[src/inc/psir_defs.svh]
// Constants for the port status and first identifier register block
`ifndef PSIR_DEFS_SVH
`define PSIR_DEFS_SVH

// ----------------------------------------------------------------------------
// Register addresses and frame fields
// ----------------------------------------------------------------------------
`define PSIR_REG_STATUS   5'h01
`define PSIR_REG_ID1      5'h02
`define PSIR_OP_READ      2'h2
`define PSIR_ADDR_LAST    5'h04
`define PSIR_TA_LAST      5'h01
`define PSIR_DATA_LAST    5'h0F
`define PSIR_PRE_FIRST    6'h20
`define PSIR_PRE_NEXT     6'h01

// ----------------------------------------------------------------------------
// Status word field positions and fixed values
// ----------------------------------------------------------------------------
`define PSIR_ST_T4        15
`define PSIR_ST_CAP_HI    14
`define PSIR_ST_CAP_LO    11
`define PSIR_ST_RSV_HI    10
`define PSIR_ST_RSV_LO    7
`define PSIR_ST_PRE       6
`define PSIR_ST_ANC       5
`define PSIR_ST_RF        4
`define PSIR_ST_ANA       3
`define PSIR_ST_LINK      2
`define PSIR_ST_JAB       1
`define PSIR_ST_EXT       0
`define PSIR_T4_VAL       1'h0
`define PSIR_CAP_VAL      4'hF
`define PSIR_RSV_VAL      4'h0
`define PSIR_PRE_VAL      1'h1
`define PSIR_ANA_VAL      1'h1
`define PSIR_EXT_VAL      1'h1

// ----------------------------------------------------------------------------
// Timing
// ----------------------------------------------------------------------------
`define PSIR_CLK_KHZ      100000
`define PSIR_JABBER_MS    21
`define PSIR_RECOVER_MS   500
`define PSIR_BLINK_MS     50

`endif

[src/inc/psir_pkg.sv]
// Types and shared decode for the port status and first identifier registers
`default_nettype none
`include "psir_defs.svh"

package psir_pkg;

  typedef enum logic [2:0] {
    ST_IDLE  = 3'h0,
    ST_START = 3'h1,
    ST_OPC   = 3'h3,
    ST_PHYAD = 3'h2,
    ST_REGAD = 3'h6,
    ST_TA    = 3'h7,
    ST_DATA  = 3'h5
  } psir_state_t;

  typedef enum logic [1:0] {
    REG_NONE   = 2'h0,
    REG_STATUS = 2'h1,
    REG_ID1    = 2'h2
  } psir_reg_t;

  function automatic psir_reg_t psir_reg_sel(input logic [4:0] addr);
    if (addr == `PSIR_REG_STATUS) begin
      return REG_STATUS;
    end else if (addr == `PSIR_REG_ID1) begin
      return REG_ID1;
    end else begin
      return REG_NONE;
    end
  endfunction

endpackage
`default_nettype wire

[src/rtl/psir_mdio_rx.sv]
// Serial management frame engine: pin sampling, frame decode and read drive
`timescale 1ns/10ps
`default_nettype none
`include "psir_defs.svh"

module psir_mdio_rx #(
  parameter logic [4:0] P_PHY_ADDR = 5'h00
) (
  // Clock and reset
  input  wire logic        i_clk,
  input  wire logic        i_rst,
  // Management pins
  input  wire logic        i_mdc,
  input  wire logic        i_mdio_in,
  output logic             o_mdio_out,
  output logic             o_mdio_oe,
  // Register read side
  input  wire logic [15:0] i_rd_data,
  output logic [4:0]       o_rd_addr,
  output logic             o_rd_load,
  output logic             o_rd_done
);

  // --------------------------------------------------------------------------
  // Pin synchronisers and clock edge detect
  // --------------------------------------------------------------------------
  logic                  mdc_meta_r;
  logic                  mdc_sync_r;
  logic                  mdc_prev_r;
  logic                  mdio_meta_r;
  logic                  mdio_sync_r;
  logic                  mdc_rise;
  logic                  bit_in;

  always_ff @(posedge i_clk) begin
    if (i_rst) begin
      mdc_meta_r  <= 1'b0;
      mdc_sync_r  <= 1'b0;
      mdc_prev_r  <= 1'b0;
      mdio_meta_r <= 1'b1;
      mdio_sync_r <= 1'b1;
    end else begin
      mdc_meta_r  <= i_mdc;
      mdc_sync_r  <= mdc_meta_r;
      mdc_prev_r  <= mdc_sync_r;
      mdio_meta_r <= i_mdio_in;
      mdio_sync_r <= mdio_meta_r;
    end
  end

  assign mdc_rise = mdc_sync_r & ~mdc_prev_r;
  assign bit_in   = mdio_sync_r;

  // --------------------------------------------------------------------------
  // Frame decoder
  // --------------------------------------------------------------------------
  psir_pkg::psir_state_t state_r;
  logic [4:0]            cnt_r;
  logic [5:0]            ones_r;
  logic                  first_done_r;
  logic [1:0]            op_r;
  logic [4:0]            phy_r;
  logic [4:0]            addr_r;
  logic                  rd_sel_r;
  logic [5:0]            ones_need;
  logic [4:0]            addr_full;
  logic                  rd_sel_nxt;
  logic [15:0]           shift_r;

  // Full preamble once after reset, then only the idle bit before a start
  assign ones_need  = first_done_r ? `PSIR_PRE_NEXT : `PSIR_PRE_FIRST; // see [RQ5]
  assign addr_full  = {addr_r[3:0], bit_in};
  assign rd_sel_nxt = (op_r == `PSIR_OP_READ) && (phy_r == P_PHY_ADDR) &&
                      (psir_pkg::psir_reg_sel(addr_full) != psir_pkg::REG_NONE);
  assign o_rd_addr  = addr_r;
  assign o_rd_load  = mdc_rise && (state_r == psir_pkg::ST_TA) &&
                      (cnt_r == `PSIR_TA_LAST) && rd_sel_r;
  assign o_rd_done  = mdc_rise && (state_r == psir_pkg::ST_DATA) &&
                      (cnt_r == 5'h00) && rd_sel_r; // see [RQ22]

  always_ff @(posedge i_clk) begin
    if (i_rst) begin
      state_r      <= psir_pkg::ST_IDLE;
      cnt_r        <= 5'h00;
      ones_r       <= 6'h00;
      first_done_r <= 1'b0;
      op_r         <= 2'h0;
      phy_r        <= 5'h00;
      addr_r       <= 5'h00;
      rd_sel_r     <= 1'b0;
    end else if (mdc_rise) begin
      case (state_r)
        psir_pkg::ST_IDLE: begin
          if (bit_in) begin
            if (ones_r != `PSIR_PRE_FIRST) begin
              ones_r <= ones_r + 6'h01;
            end
          end else begin
            if (ones_r >= ones_need) begin
              state_r <= psir_pkg::ST_START;
            end
            ones_r <= 6'h00;
          end
        end
        psir_pkg::ST_START: begin
          if (bit_in) begin
            state_r      <= psir_pkg::ST_OPC;
            cnt_r        <= `PSIR_TA_LAST;
            first_done_r <= 1'b1;
          end else begin
            state_r <= psir_pkg::ST_IDLE;
          end
        end
        psir_pkg::ST_OPC: begin
          op_r <= {op_r[0], bit_in};
          if (cnt_r == 5'h00) begin
            state_r <= psir_pkg::ST_PHYAD;
            cnt_r   <= `PSIR_ADDR_LAST;
          end else begin
            cnt_r <= cnt_r - 5'h01;
          end
        end
        psir_pkg::ST_PHYAD: begin
          phy_r <= {phy_r[3:0], bit_in};
          if (cnt_r == 5'h00) begin
            state_r <= psir_pkg::ST_REGAD;
            cnt_r   <= `PSIR_ADDR_LAST;
          end else begin
            cnt_r <= cnt_r - 5'h01;
          end
        end
        psir_pkg::ST_REGAD: begin
          addr_r <= addr_full;
          if (cnt_r == 5'h00) begin
            state_r  <= psir_pkg::ST_TA;
            cnt_r    <= `PSIR_TA_LAST;
            rd_sel_r <= rd_sel_nxt;
          end else begin
            cnt_r <= cnt_r - 5'h01;
          end
        end
        psir_pkg::ST_TA: begin
          if (cnt_r == 5'h00) begin
            state_r <= psir_pkg::ST_DATA;
            cnt_r   <= `PSIR_DATA_LAST;
          end else begin
            cnt_r <= cnt_r - 5'h01;
          end
        end
        psir_pkg::ST_DATA: begin
          if (cnt_r == 5'h00) begin
            state_r  <= psir_pkg::ST_IDLE;
            rd_sel_r <= 1'b0;
          end else begin
            cnt_r <= cnt_r - 5'h01;
          end
        end
        default: begin
          state_r <= psir_pkg::ST_IDLE;
        end
      endcase
    end
  end

  // --------------------------------------------------------------------------
  // Data pin driver: zero in second turnaround bit, then sixteen data bits
  // --------------------------------------------------------------------------
  always_ff @(posedge i_clk) begin
    if (i_rst) begin
      o_mdio_out <= 1'b0;
      o_mdio_oe  <= 1'b0;
      shift_r    <= 16'h0000;
    end else if (mdc_rise) begin
      if (o_rd_load) begin
        shift_r    <= i_rd_data;
        o_mdio_oe  <= 1'b1;
        o_mdio_out <= 1'b0;
      end else if (rd_sel_r && (state_r == psir_pkg::ST_TA ||
                   (state_r == psir_pkg::ST_DATA && cnt_r != 5'h00))) begin
        o_mdio_out <= shift_r[15];
        shift_r    <= {shift_r[14:0], 1'b0};
      end else if (state_r == psir_pkg::ST_DATA && cnt_r == 5'h00) begin
        o_mdio_oe  <= 1'b0;
        o_mdio_out <= 1'b0;
      end
    end
  end

endmodule // psir_mdio_rx
`default_nettype wire

[src/rtl/psir_status_regs.sv]
// Port status and first identifier registers behind the management pins
// Functional notes
// [RQ1] Four-pair 100 Mb flag always reads zero
// [RQ2] Bits 14..11 read one, read-only
// [RQ3] Reserved bits 10..7 read zero, host ignores
// [RQ4] Preamble-optional flag bit 6 always one
// [RQ5] Frames accepted with or without preamble
// [RQ6] Host sends 32 preamble bits after reset
// [RQ7] Host leaves one idle bit between frames
// [RQ8] Bit 5 shows auto-negotiation complete
// [RQ9] Bit 4 sets on far-end fault indication
// [RQ10] Remote fault stays high until status read
// [RQ11] Auto-negotiation ability bit always one
// [RQ12] Bit 2 shows link pass state
// [RQ13] Link failure latches bit 2 low until read
// [RQ14] Jabber bit latches in 10 Mb only
// [RQ15] Transmit over 21 ms cuts transmit, blinks LED
// [RQ16] 500 ms idle transmit restores, LED stops
// [RQ17] Extended capability bit always one
// [RQ18] Identifier word holds fixed identifier bits
// [RQ19] Two identifier words form 32-bit identifier
// [RQ20] Registers reached over two-wire management pins
// [RQ21] Fiber mode forces negotiation off, 100 Mb
// [RQ22] Read side effects only on complete reads
`timescale 1ns/10ps
`default_nettype none
`include "psir_defs.svh"

module psir_status_regs #(
  parameter logic [4:0]  P_PHY_ADDR    = 5'h00,
  // Arbitrary neutral identifier value
  parameter logic [15:0] P_OUI_ID1     = 16'hA5C3,
  parameter int          P_CNT_W       = 26,
  parameter int          P_JABBER_CYC  = `PSIR_JABBER_MS * `PSIR_CLK_KHZ,
  parameter int          P_RECOVER_CYC = `PSIR_RECOVER_MS * `PSIR_CLK_KHZ,
  parameter int          P_BLINK_CYC   = `PSIR_BLINK_MS * `PSIR_CLK_KHZ
) (
  // Clock and resets
  input  wire logic i_clk,
  input  wire logic i_rst,
  input  wire logic i_soft_rst,
  // Management pins
  input  wire logic i_mdc,
  input  wire logic i_mdio_in,
  output logic      o_mdio_out,
  output logic      o_mdio_oe,
  // Port core status
  input  wire logic i_link_pass,
  input  wire logic i_an_complete,
  input  wire logic i_far_end_fault,
  input  wire logic i_speed_100,
  input  wire logic i_fiber_100_mode,
  // Transmit enable pin from the MAC
  input  wire logic i_tx_en,
  // Port controls
  output logic      o_tx_inhibit,
  output logic      o_loopback_inhibit,
  output logic      o_collision_indicator_led,
  output logic      o_an_force_off,
  output logic      o_speed_100_rpt
);

  localparam logic [P_CNT_W-1:0] L_JAB_CYC   = P_CNT_W'(P_JABBER_CYC);
  localparam logic [P_CNT_W-1:0] L_REC_CYC   = P_CNT_W'(P_RECOVER_CYC);
  localparam logic [P_CNT_W-1:0] L_BLINK_CYC = P_CNT_W'(P_BLINK_CYC);

  // --------------------------------------------------------------------------
  // Management frame engine
  // --------------------------------------------------------------------------
  logic [15:0]         rd_word;
  logic [4:0]          rd_addr;
  logic                rd_load;
  logic                rd_done;
  psir_pkg::psir_reg_t rd_reg;

  psir_mdio_rx #(
    .P_PHY_ADDR (P_PHY_ADDR)
  ) u_mdio_rx (
    .i_clk      (i_clk),
    .i_rst      (i_rst),
    .i_mdc      (i_mdc),
    .i_mdio_in  (i_mdio_in),
    .o_mdio_out (o_mdio_out),
    .o_mdio_oe  (o_mdio_oe),
    .i_rd_data  (rd_word),
    .o_rd_addr  (rd_addr),
    .o_rd_load  (rd_load),
    .o_rd_done  (rd_done)
  ); // see [RQ20]

  assign rd_reg = psir_pkg::psir_reg_sel(rd_addr);

  // --------------------------------------------------------------------------
  // Transmit enable synchroniser and mode decode
  // --------------------------------------------------------------------------
  logic tx_meta_r;
  logic tx_en_s;
  logic mode10;

  always_ff @(posedge i_clk) begin
    if (i_rst) begin
      tx_meta_r <= 1'b0;
      tx_en_s   <= 1'b0;
    end else begin
      tx_meta_r <= i_tx_en;
      tx_en_s   <= tx_meta_r;
    end
  end

  assign mode10 = ~i_speed_100 & ~i_fiber_100_mode; // see [RQ14]

  always_ff @(posedge i_clk) begin
    if (i_rst) begin
      o_an_force_off  <= 1'b0;
      o_speed_100_rpt <= 1'b0;
    end else begin
      o_an_force_off  <= i_fiber_100_mode; // see [RQ21]
      o_speed_100_rpt <= i_speed_100 | i_fiber_100_mode; // see [RQ21]
    end
  end

  // --------------------------------------------------------------------------
  // Jabber timer: cut-off after long transmit, recovery after long idle
  // --------------------------------------------------------------------------
  logic [P_CNT_W-1:0] jab_cnt_r;
  logic               cut_r;
  logic               jab_event;
  logic               rec_hit;

  assign jab_event = mode10 & ~cut_r & tx_en_s & (jab_cnt_r >= L_JAB_CYC); // see [RQ15]
  assign rec_hit   = mode10 & cut_r & ~tx_en_s & (jab_cnt_r >= L_REC_CYC); // see [RQ16]

  always_ff @(posedge i_clk) begin
    if (i_rst || i_soft_rst || !mode10) begin
      jab_cnt_r <= '0;
      cut_r     <= 1'b0;
    end else if (jab_event) begin
      jab_cnt_r <= '0;
      cut_r     <= 1'b1; // see [RQ15]
    end else if (rec_hit) begin
      jab_cnt_r <= '0;
      cut_r     <= 1'b0; // see [RQ16]
    end else if (tx_en_s != cut_r) begin
      jab_cnt_r <= jab_cnt_r + P_CNT_W'(1'h1);
    end else begin
      jab_cnt_r <= '0;
    end
  end

  always_ff @(posedge i_clk) begin
    if (i_rst) begin
      o_tx_inhibit       <= 1'b0;
      o_loopback_inhibit <= 1'b0;
    end else begin
      o_tx_inhibit       <= cut_r; // see [RQ15]
      o_loopback_inhibit <= cut_r; // see [RQ15]
    end
  end

  // --------------------------------------------------------------------------
  // Collision LED blink while cut off
  // --------------------------------------------------------------------------
  logic [P_CNT_W-1:0] blink_cnt_r;

  always_ff @(posedge i_clk) begin
    if (i_rst || !cut_r) begin
      blink_cnt_r               <= '0;
      o_collision_indicator_led <= 1'b0; // see [RQ16]
    end else if (blink_cnt_r >= L_BLINK_CYC) begin
      blink_cnt_r               <= '0;
      o_collision_indicator_led <= ~o_collision_indicator_led; // see [RQ15]
    end else begin
      blink_cnt_r <= blink_cnt_r + P_CNT_W'(1'h1);
    end
  end

  // --------------------------------------------------------------------------
  // Latched status bits; an event in the clearing cycle wins
  // --------------------------------------------------------------------------
  logic rf_r;
  logic fail_r;
  logic jab_r;
  logic link_prev_r;
  logic link_drop;
  logic snap_rf_r;
  logic snap_fail_r;
  logic snap_jab_r;
  logic clr_rd;

  assign link_drop = link_prev_r & ~i_link_pass;
  assign clr_rd    = rd_done && (rd_reg == psir_pkg::REG_STATUS); // see [RQ22]

  // Only what the finished read actually reported gets cleared
  always_ff @(posedge i_clk) begin
    if (i_rst) begin
      snap_rf_r   <= 1'b0;
      snap_fail_r <= 1'b0;
      snap_jab_r  <= 1'b0;
    end else if (rd_load && rd_reg == psir_pkg::REG_STATUS) begin
      snap_rf_r   <= rf_r;
      snap_fail_r <= fail_r;
      snap_jab_r  <= jab_r;
    end
  end

  always_ff @(posedge i_clk) begin
    if (i_rst || i_soft_rst) begin
      rf_r        <= 1'b0;
      fail_r      <= 1'b0;
      jab_r       <= 1'b0;
      link_prev_r <= 1'b0;
    end else begin
      link_prev_r <= i_link_pass;
      rf_r        <= i_far_end_fault | (rf_r & ~(clr_rd & snap_rf_r)); // see [RQ9] [RQ10]
      fail_r      <= link_drop | (fail_r & ~(clr_rd & snap_fail_r)); // see [RQ13]
      jab_r       <= jab_event | (jab_r & ~(clr_rd & snap_jab_r)); // see [RQ14]
    end
  end

  // --------------------------------------------------------------------------
  // Read data
  // --------------------------------------------------------------------------
  always_comb begin
    rd_word = 16'h0000;
    if (rd_reg == psir_pkg::REG_STATUS) begin
      rd_word[`PSIR_ST_T4]                     = `PSIR_T4_VAL; // see [RQ1]
      rd_word[`PSIR_ST_CAP_HI:`PSIR_ST_CAP_LO] = `PSIR_CAP_VAL; // see [RQ2]
      rd_word[`PSIR_ST_RSV_HI:`PSIR_ST_RSV_LO] = `PSIR_RSV_VAL; // see [RQ3]
      rd_word[`PSIR_ST_PRE]                    = `PSIR_PRE_VAL; // see [RQ4]
      rd_word[`PSIR_ST_ANC]  = i_an_complete & ~i_fiber_100_mode; // see [RQ8] [RQ21]
      rd_word[`PSIR_ST_RF]   = rf_r; // see [RQ9]
      rd_word[`PSIR_ST_ANA]  = `PSIR_ANA_VAL; // see [RQ11]
      rd_word[`PSIR_ST_LINK] = i_link_pass & ~fail_r; // see [RQ12] [RQ13]
      rd_word[`PSIR_ST_JAB]  = jab_r; // see [RQ14]
      rd_word[`PSIR_ST_EXT]  = `PSIR_EXT_VAL; // see [RQ17]
    end else if (rd_reg == psir_pkg::REG_ID1) begin
      rd_word = P_OUI_ID1; // see [RQ18] [RQ19]
    end
  end

  logic st_load;
  assign st_load = rd_load && (rd_reg == psir_pkg::REG_STATUS);
endmodule // psir_status_regs
`default_nettype wire

[config.mk]
export PLATFORM = sky130hd
export DESIGN_NAME = psir_status_regs
export DESIGN_NICKNAME = d
export VERILOG_FILES = /design/src/inc/psir_pkg.sv /design/src/rtl/psir_mdio_rx.sv /design/src/rtl/psir_status_regs.sv
export VERILOG_INCLUDE_DIRS = /design/src /design/src/inc
export SDC_FILE = /design/constraint.sdc
export NUM_CORES = 1
export LEC_CHECK = 0
export ABC_AREA = 1
export ABC_CLOCK_PERIOD_IN_PS = 1600
export BUFFER_PORTS_ARGS = -buffer_cell sky130_fd_sc_hd__buf_2
export CORE_ASPECT_RATIO = 1.5
export CORE_UTILIZATION = 50
export DETAILED_ROUTE_END_ITERATION = 7
export PLACE_DENSITY = 0.69
export SLEW_MARGIN = 5
export SYNTH_ARGS = -nofsm -noshare
export SYNTH_HDL_FRONTEND = slang
export SYNTH_SLANG_ARGS = --single-unit
[constraint.sdc]
create_clock -name i_clk -period 1.6 [get_ports i_clk]
set_input_delay 0.08 -clock i_clk [delete_from_list [all_inputs] [get_ports i_clk]]
set_output_delay 0.08 -clock i_clk [all_outputs]
set_load 0.1 [all_outputs]
== After elaboration in Yosys (flattened, before gate mapping) ==
Index checks and enable logic that the tools add are counted.

* Logic and storage cells: 180
* Output and inout port bits: 7
* Flip-flop bits (word level): 117
* Input bits: 11

* Order comparisons: 4
* Add/sub/neg operators: 4
* Muxes and demuxes: 36
* Eq/ne operators: 27
* Bitwise logic cells: 33
* Reductions and logical operators: 44

{| class="wikitable"
|+ Operators with widths
! kind !! count
|-
| two-way mux 16 bit || 4
|-
| adder 26 x 1 -> 26 bit, second input constant || 2
|-
| >= comparator 26 x 22 -> 1 bit, second input constant || 1
|-
| >= comparator 26 x 23 -> 1 bit, second input constant || 1
|-
| >= comparator 26 bit, second input constant || 1
|-
| two-way mux 5 bit || 5
|-
| one-hot mux 5 bit (5 select lines) || 1
|-
| two-way mux 3 bit || 7
|-
| one-hot mux 3 bit (7 select lines) || 1
|-
| two-way mux 6 bit || 3
|-
| bitwise AND 1 bit || 17
|-
| equality test 5 x 1 -> 1 bit, second input constant || 3
|-
| logical AND 1 bit || 13
|-
| inequality test 2 bit, second input constant || 6
|-
| NOT 1 bit || 12
|-
| equality test 5 x 2 -> 1 bit, second input constant || 2
|-
| logical NOT 5 bit || 2
|-
| two-way mux 2 bit || 5
|-
| inequality test 2 x 1 -> 1 bit, second input constant || 5
|-
| AND reduction 2 bit || 5
|-
| nonzero test 2 bit || 5
|-
| nonzero test 5 bit || 2
|-
| equality test 3 bit, second input constant || 3
|-
| two-way mux 1 bit || 9
|-
| other kinds (20) || 33
|}

== Longest topological paths before layout ==
* Depth in word-level cells: 10
* Mapped depth: 12
* Depth with buffers taken out: 12

== Modules after synthesis ==
A second synthesis with hierarchy kept.

* Cell total of the unflattened synthesis: 848
* Area total of the unflattened synthesis: 6087.1 um^2

{| class="wikitable"
|+ Modules (own cells, without submodules)
! module !! times used !! area each (um^2) !! cells an instance !! seq. area each (um^2)
|-
| psir_status_regs || 1 || 3399.5 || 479 || 1321.3
|-
| psir_mdio_rx || 1 || 2687.6 || 369 || 1021.0
|}

== Worst setup path before layout ==
No wires, ideal clock.

* Kind: flip-flop to flip-flop
* Start point: reg u_mdio_rx.cnt_r[0]
* End point: reg u_mdio_rx.shift_r[13]
* Cell stages (with the launch flop): 9
* Arrival time: 1407 ps
* Path buffers: 0
* Clock period less this slack: 1517 ps
* Setup time: 110 ps
* Data required time: 1490 ps
* Setup slack: 83 ps
* Cells stage by stage: dfxtp_1 inv_1 ha_1 nand3_4 o21ai_1 nor2_4 or2_2 nand3_1 inv_1

* Word-level cells in the longest chain between the ends: 6
* Elaborated cells between the ends (all ways): 10
* Classes of those cells: 1 x eq/ne; 1 x mux; 8 x reduce/logical

{| class="wikitable"
|+ RTL lines
! what !! RTL line !! source
|-
| start, declared || psir_mdio_rx.sv:58 || <nowiki>logic [4:0] cnt_r;</nowiki>
|-
| start signal, assigned || psir_mdio_rx.sv:108 || <nowiki>cnt_r <= `PSIR_TA_LAST;</nowiki>
|-
| start signal, assigned || psir_mdio_rx.sv:118 || <nowiki>cnt_r <= `PSIR_ADDR_LAST;</nowiki>
|-
| start signal, assigned || psir_mdio_rx.sv:120 || <nowiki>cnt_r <= cnt_r - 5'h01;</nowiki>
|-
| nonzero test 5 bit || psir_mdio_rx.sv:179 || <nowiki>(state_r == psir_pkg::ST_DATA && cnt_r != 5'h00))) begin</nowiki>
|-
| logical AND 1 bit || psir_mdio_rx.sv:179 ||
|-
| logical OR 1 bit || psir_mdio_rx.sv:178 || <nowiki>end else if (rd_sel_r && (state_r == psir_pkg::ST_TA ||</nowiki>
|-
| logical AND 1 bit || psir_mdio_rx.sv:178 ||
|-
| nonzero test 2 bit (no source line) || n/a ||
|-
| AND reduction 2 bit (no source line) || n/a ||
|-
| end signal, assigned || psir_mdio_rx.sv:175 || <nowiki>shift_r <= i_rd_data;</nowiki>
|-
| end signal, assigned || psir_mdio_rx.sv:181 || <nowiki>shift_r <= {shift_r[14:0], 1'b0};</nowiki>
|-
| end, declared || psir_mdio_rx.sv:68 || <nowiki>logic [15:0] shift_r;</nowiki>
|}

Parallel ways exist; a longest one is shown, timed or not.
A chain may end at the register's enable or synchronous reset.

== Final worst setup path ==
* Start point: reg jab_cnt_r[2]
* End point: reg jab_cnt_r[7]

* Word-level cells in the longest chain between the ends: 3
* Elaborated cells between the ends (all ways): 6
* Classes of those cells: 1 x add/sub; 2 x order compare; 2 x bitwise; 1 x reduce/logical

{| class="wikitable"
|+ RTL lines
! what !! RTL line !! source
|-
| start, declared || psir_status_regs.sv:125 || <nowiki>logic [P_CNT_W-1:0] jab_cnt_r;</nowiki>
|-
| start signal, assigned || psir_status_regs.sv:144 || <nowiki>jab_cnt_r <= jab_cnt_r + P_CNT_W'(1'h1);</nowiki>
|-
| >= comparator 26 x 22 -> 1 bit or >= comparator 26 bit (tied branches) || psir_status_regs.sv:130, psir_status_regs.sv:131 ||
|-
| bitwise AND 1 bit (on tied branches) || psir_status_regs.sv:130, psir_status_regs.sv:131 ||
|-
| OR reduction 4 bit (no source line) || n/a ||
|}

Parallel ways exist; a longest one is shown, timed or not.

==> metrics.cfg <==
[job]
drv_cap=0

[logic_synthesis]
ys_seq_area_share_pct=40.96
syn_inst=804
synth_top_flop_cell=dfxtp_1
synth_seq_cells=117
netlist_area_sq_um=5718
yosysWarnings=0
async_flop_share_pct=0
synth_cell_types=40
syn_avg_cell_area_sq_um=7.112
synth-edff-count=0

[place]
io_buffers=17
gp_congestion=0.8827
dp_hpwl_um=9096
placedCellCount=1001
pre_cts_slack_ns=-0.04696

[cts]
numCtsBuffers=17
path_clk_slew_ns=0.06
cts-root-buf=clkbuf_16
cts.path.max_buffers=2
tritoncts=done
htree_num_levels=4
insertion_delay_ns=0.42
cts_sinks=117

[critical_path]
reg2reg_depth=8
rrSetupSlack_ns=-0.04
crit_path_end_kind=flip-flop
endpoint=jab_cnt_r[7]
critPathArrivalTime_ns=1.94
cp.required_ns=1.90
crit_fanout=5
r2r_start=jab_cnt_r[2]
rr_endpoint=jab_cnt_r[7]
startpoint=jab_cnt_r[2]
critical_path_class=reg2reg
start_kind=flip-flop

[timing]
setup_viol=1
drv_slew=0
fmax_mhz=608.1
rsz0062_at_grt=yes
final.period_utilization_pct=102.8
hold_violations=0
fin_ws_ns=-0.04444
fin_skew_ns=0.009375
period_needed_ns=1.644

[routing]
routed-via-count=5475
first_iter_violations=225
drt-pass1-iter-count=5
antenna_left=0
via_per_inst=5.160
drc=0
wl_per_cell_um=13.14
wl_um=13940

[worst_hold_path]
hold_start=tx_meta_r
min_path_type=reg2reg

[finish]
nNetsFinal=923
mostFrequentLayoutCell=nand2_1
area_growth_syn_to_layout_pct=29.26
fin_cells=1061
drive_above_1_share_pct=21.01
antenna_cells=0
final_cell_mix=137 x nand2_1, 120 x nor2_1, 110 x inv_1

[die]
num_rows=47
start_util_pct=51.72
die_y_um=133.0
core_sq_um=11060
die_w_um=89.32
pin_count=18
fp.dieArea_sq_um=11880

[power_and_ir_drop]
cellLeakagePower_nw=2.956
powerDensity_nw_per_um2=957.7
totalPowerFinal_mw=7.078
ir_worst_vdd_mv=0.9327

[global_routing]
grt_pass1_vias=5128
overflow=0
antenna_found_initial=0
grt_pass1_wl_um=21760
grt_max_degree=27
grt_use_total_pct=23.22

[run_status]
outcome=finished with violations
violations=negative setup slack

state kept, by name, summed over array words and instances (netlist names), 2 cells and up:
register,flops
u_mdio_rx.ones_r,6
u_mdio_rx.state_r,3
u_mdio_rx.o_rd_addr,5
u_mdio_rx.cnt_r,5
u_mdio_rx.op_r,2
jab_cnt_r,26
blink_cnt_r,26
u_mdio_rx.shift_r,16
u_mdio_rx.phy_r,5
critical path, cell delays in order (launching register included):
cell and delay [ns]:
dfxtp_2 0.37, nand3_1 0.14, nor3_4 0.22, buf_4 0.18, buf_4 0.12, buf_4 0.10, nand3_1 0.09, xor2_1 0.21
nor2_1 0.08
what timing repair did:
action                                  in CTS  in global routing
endpoints found under the setup margin      11                 64
hold buffers                                15                  0
gates resized for setup                      3                 60
pin swaps                                    0                 11
hold endpoints to repair                    16                  0
cloned                                       0                  3
setup buffers                                0                 10
area by class of cell:
cell class,instances,area [sq um]
clock inverters,13,171.4
clock buffers,19,452.9
flip-flops and latches,117,2356
fillers,938,3665
well taps,147,183.9
multi-input cells,562,3110
repair buffers,88,684.4
inverters,115,431.7
synth_stat cells, drive strengths merged (3+ instances only):
cell | instances | area, sq um
dfxtp | 117 | 2342
o21ai | 39 | 198.9
nor2 | 143 | 601.8
inv | 115 | 431.7
o21a | 3 | 22.52
nand3b | 4 | 30.03
or2 | 8 | 50.05
nand4 | 19 | 125.1
xnor2 | 6 | 52.55
nand3 | 53 | 310.3
a21oi | 55 | 275.3
buf | 9 | 67.56
nor4 | 3 | 18.77
nand2 | 149 | 571.8
clkbuf | 6 | 22.52
xor2 | 22 | 192.7
o21bai | 3 | 22.52
ha | 11 | 137.6
a31oi | 5 | 31.28
nor3 | 26 | 156.4
report_power, final:
part	internal, mW	switching, mW
combinational	0.0730	0.107
sequential	2.93	0.00831
clock	2.55	1.41
total	5.56	1.52
stage by stage:
step                util [%]  setup TNS, ns  instance area [sq um]  hold slack [ns]
floorplan                  -              0                   5725           0.1838
global placement       56.76              0                   6275           0.2640
detailed placement     56.76        -0.1770                   6275           0.2676
CTS                    63.86              0                   7061           0.3773
global route           66.85        -0.5523                   7391           0.4193
finish                 66.85       -0.04444                   7391           0.4008
per-layer routing:
layer	GRT usage, %	share of wire, %
met1	24.87	39
met2	42.79	55
met3	5.490	3.0
met4	8.377	2.9
met5	0	0
worst min path at each step:
stage / end / slack (ns) / cells past startpoint
finish: tx_en_s / 0.40 / 2
global route: tx_en_s / 0.42 / 2
CTS: u_mdio_rx.mdio_meta_r / 0.38 / 3
detailed placement: u_mdio_rx.mdio_meta_r / 0.27 / 2
global placement: u_mdio_rx.mdio_meta_r / 0.26 / 2
floorplan: u_mdio_rx.mdio_meta_r / 0.18 / 1
cell families after synthesis:
family	after synthesis	share of synthesized area, %
compound gates	108	10.02
xor+xnor	28	4.289
fa+ha+maj	11	2.407
buf+inv	130	9.125
flops	117	40.96
other cells	1	0.06558
simple gates	409	33.13
No activity file was read; power rests on OpenSTA's default activity.
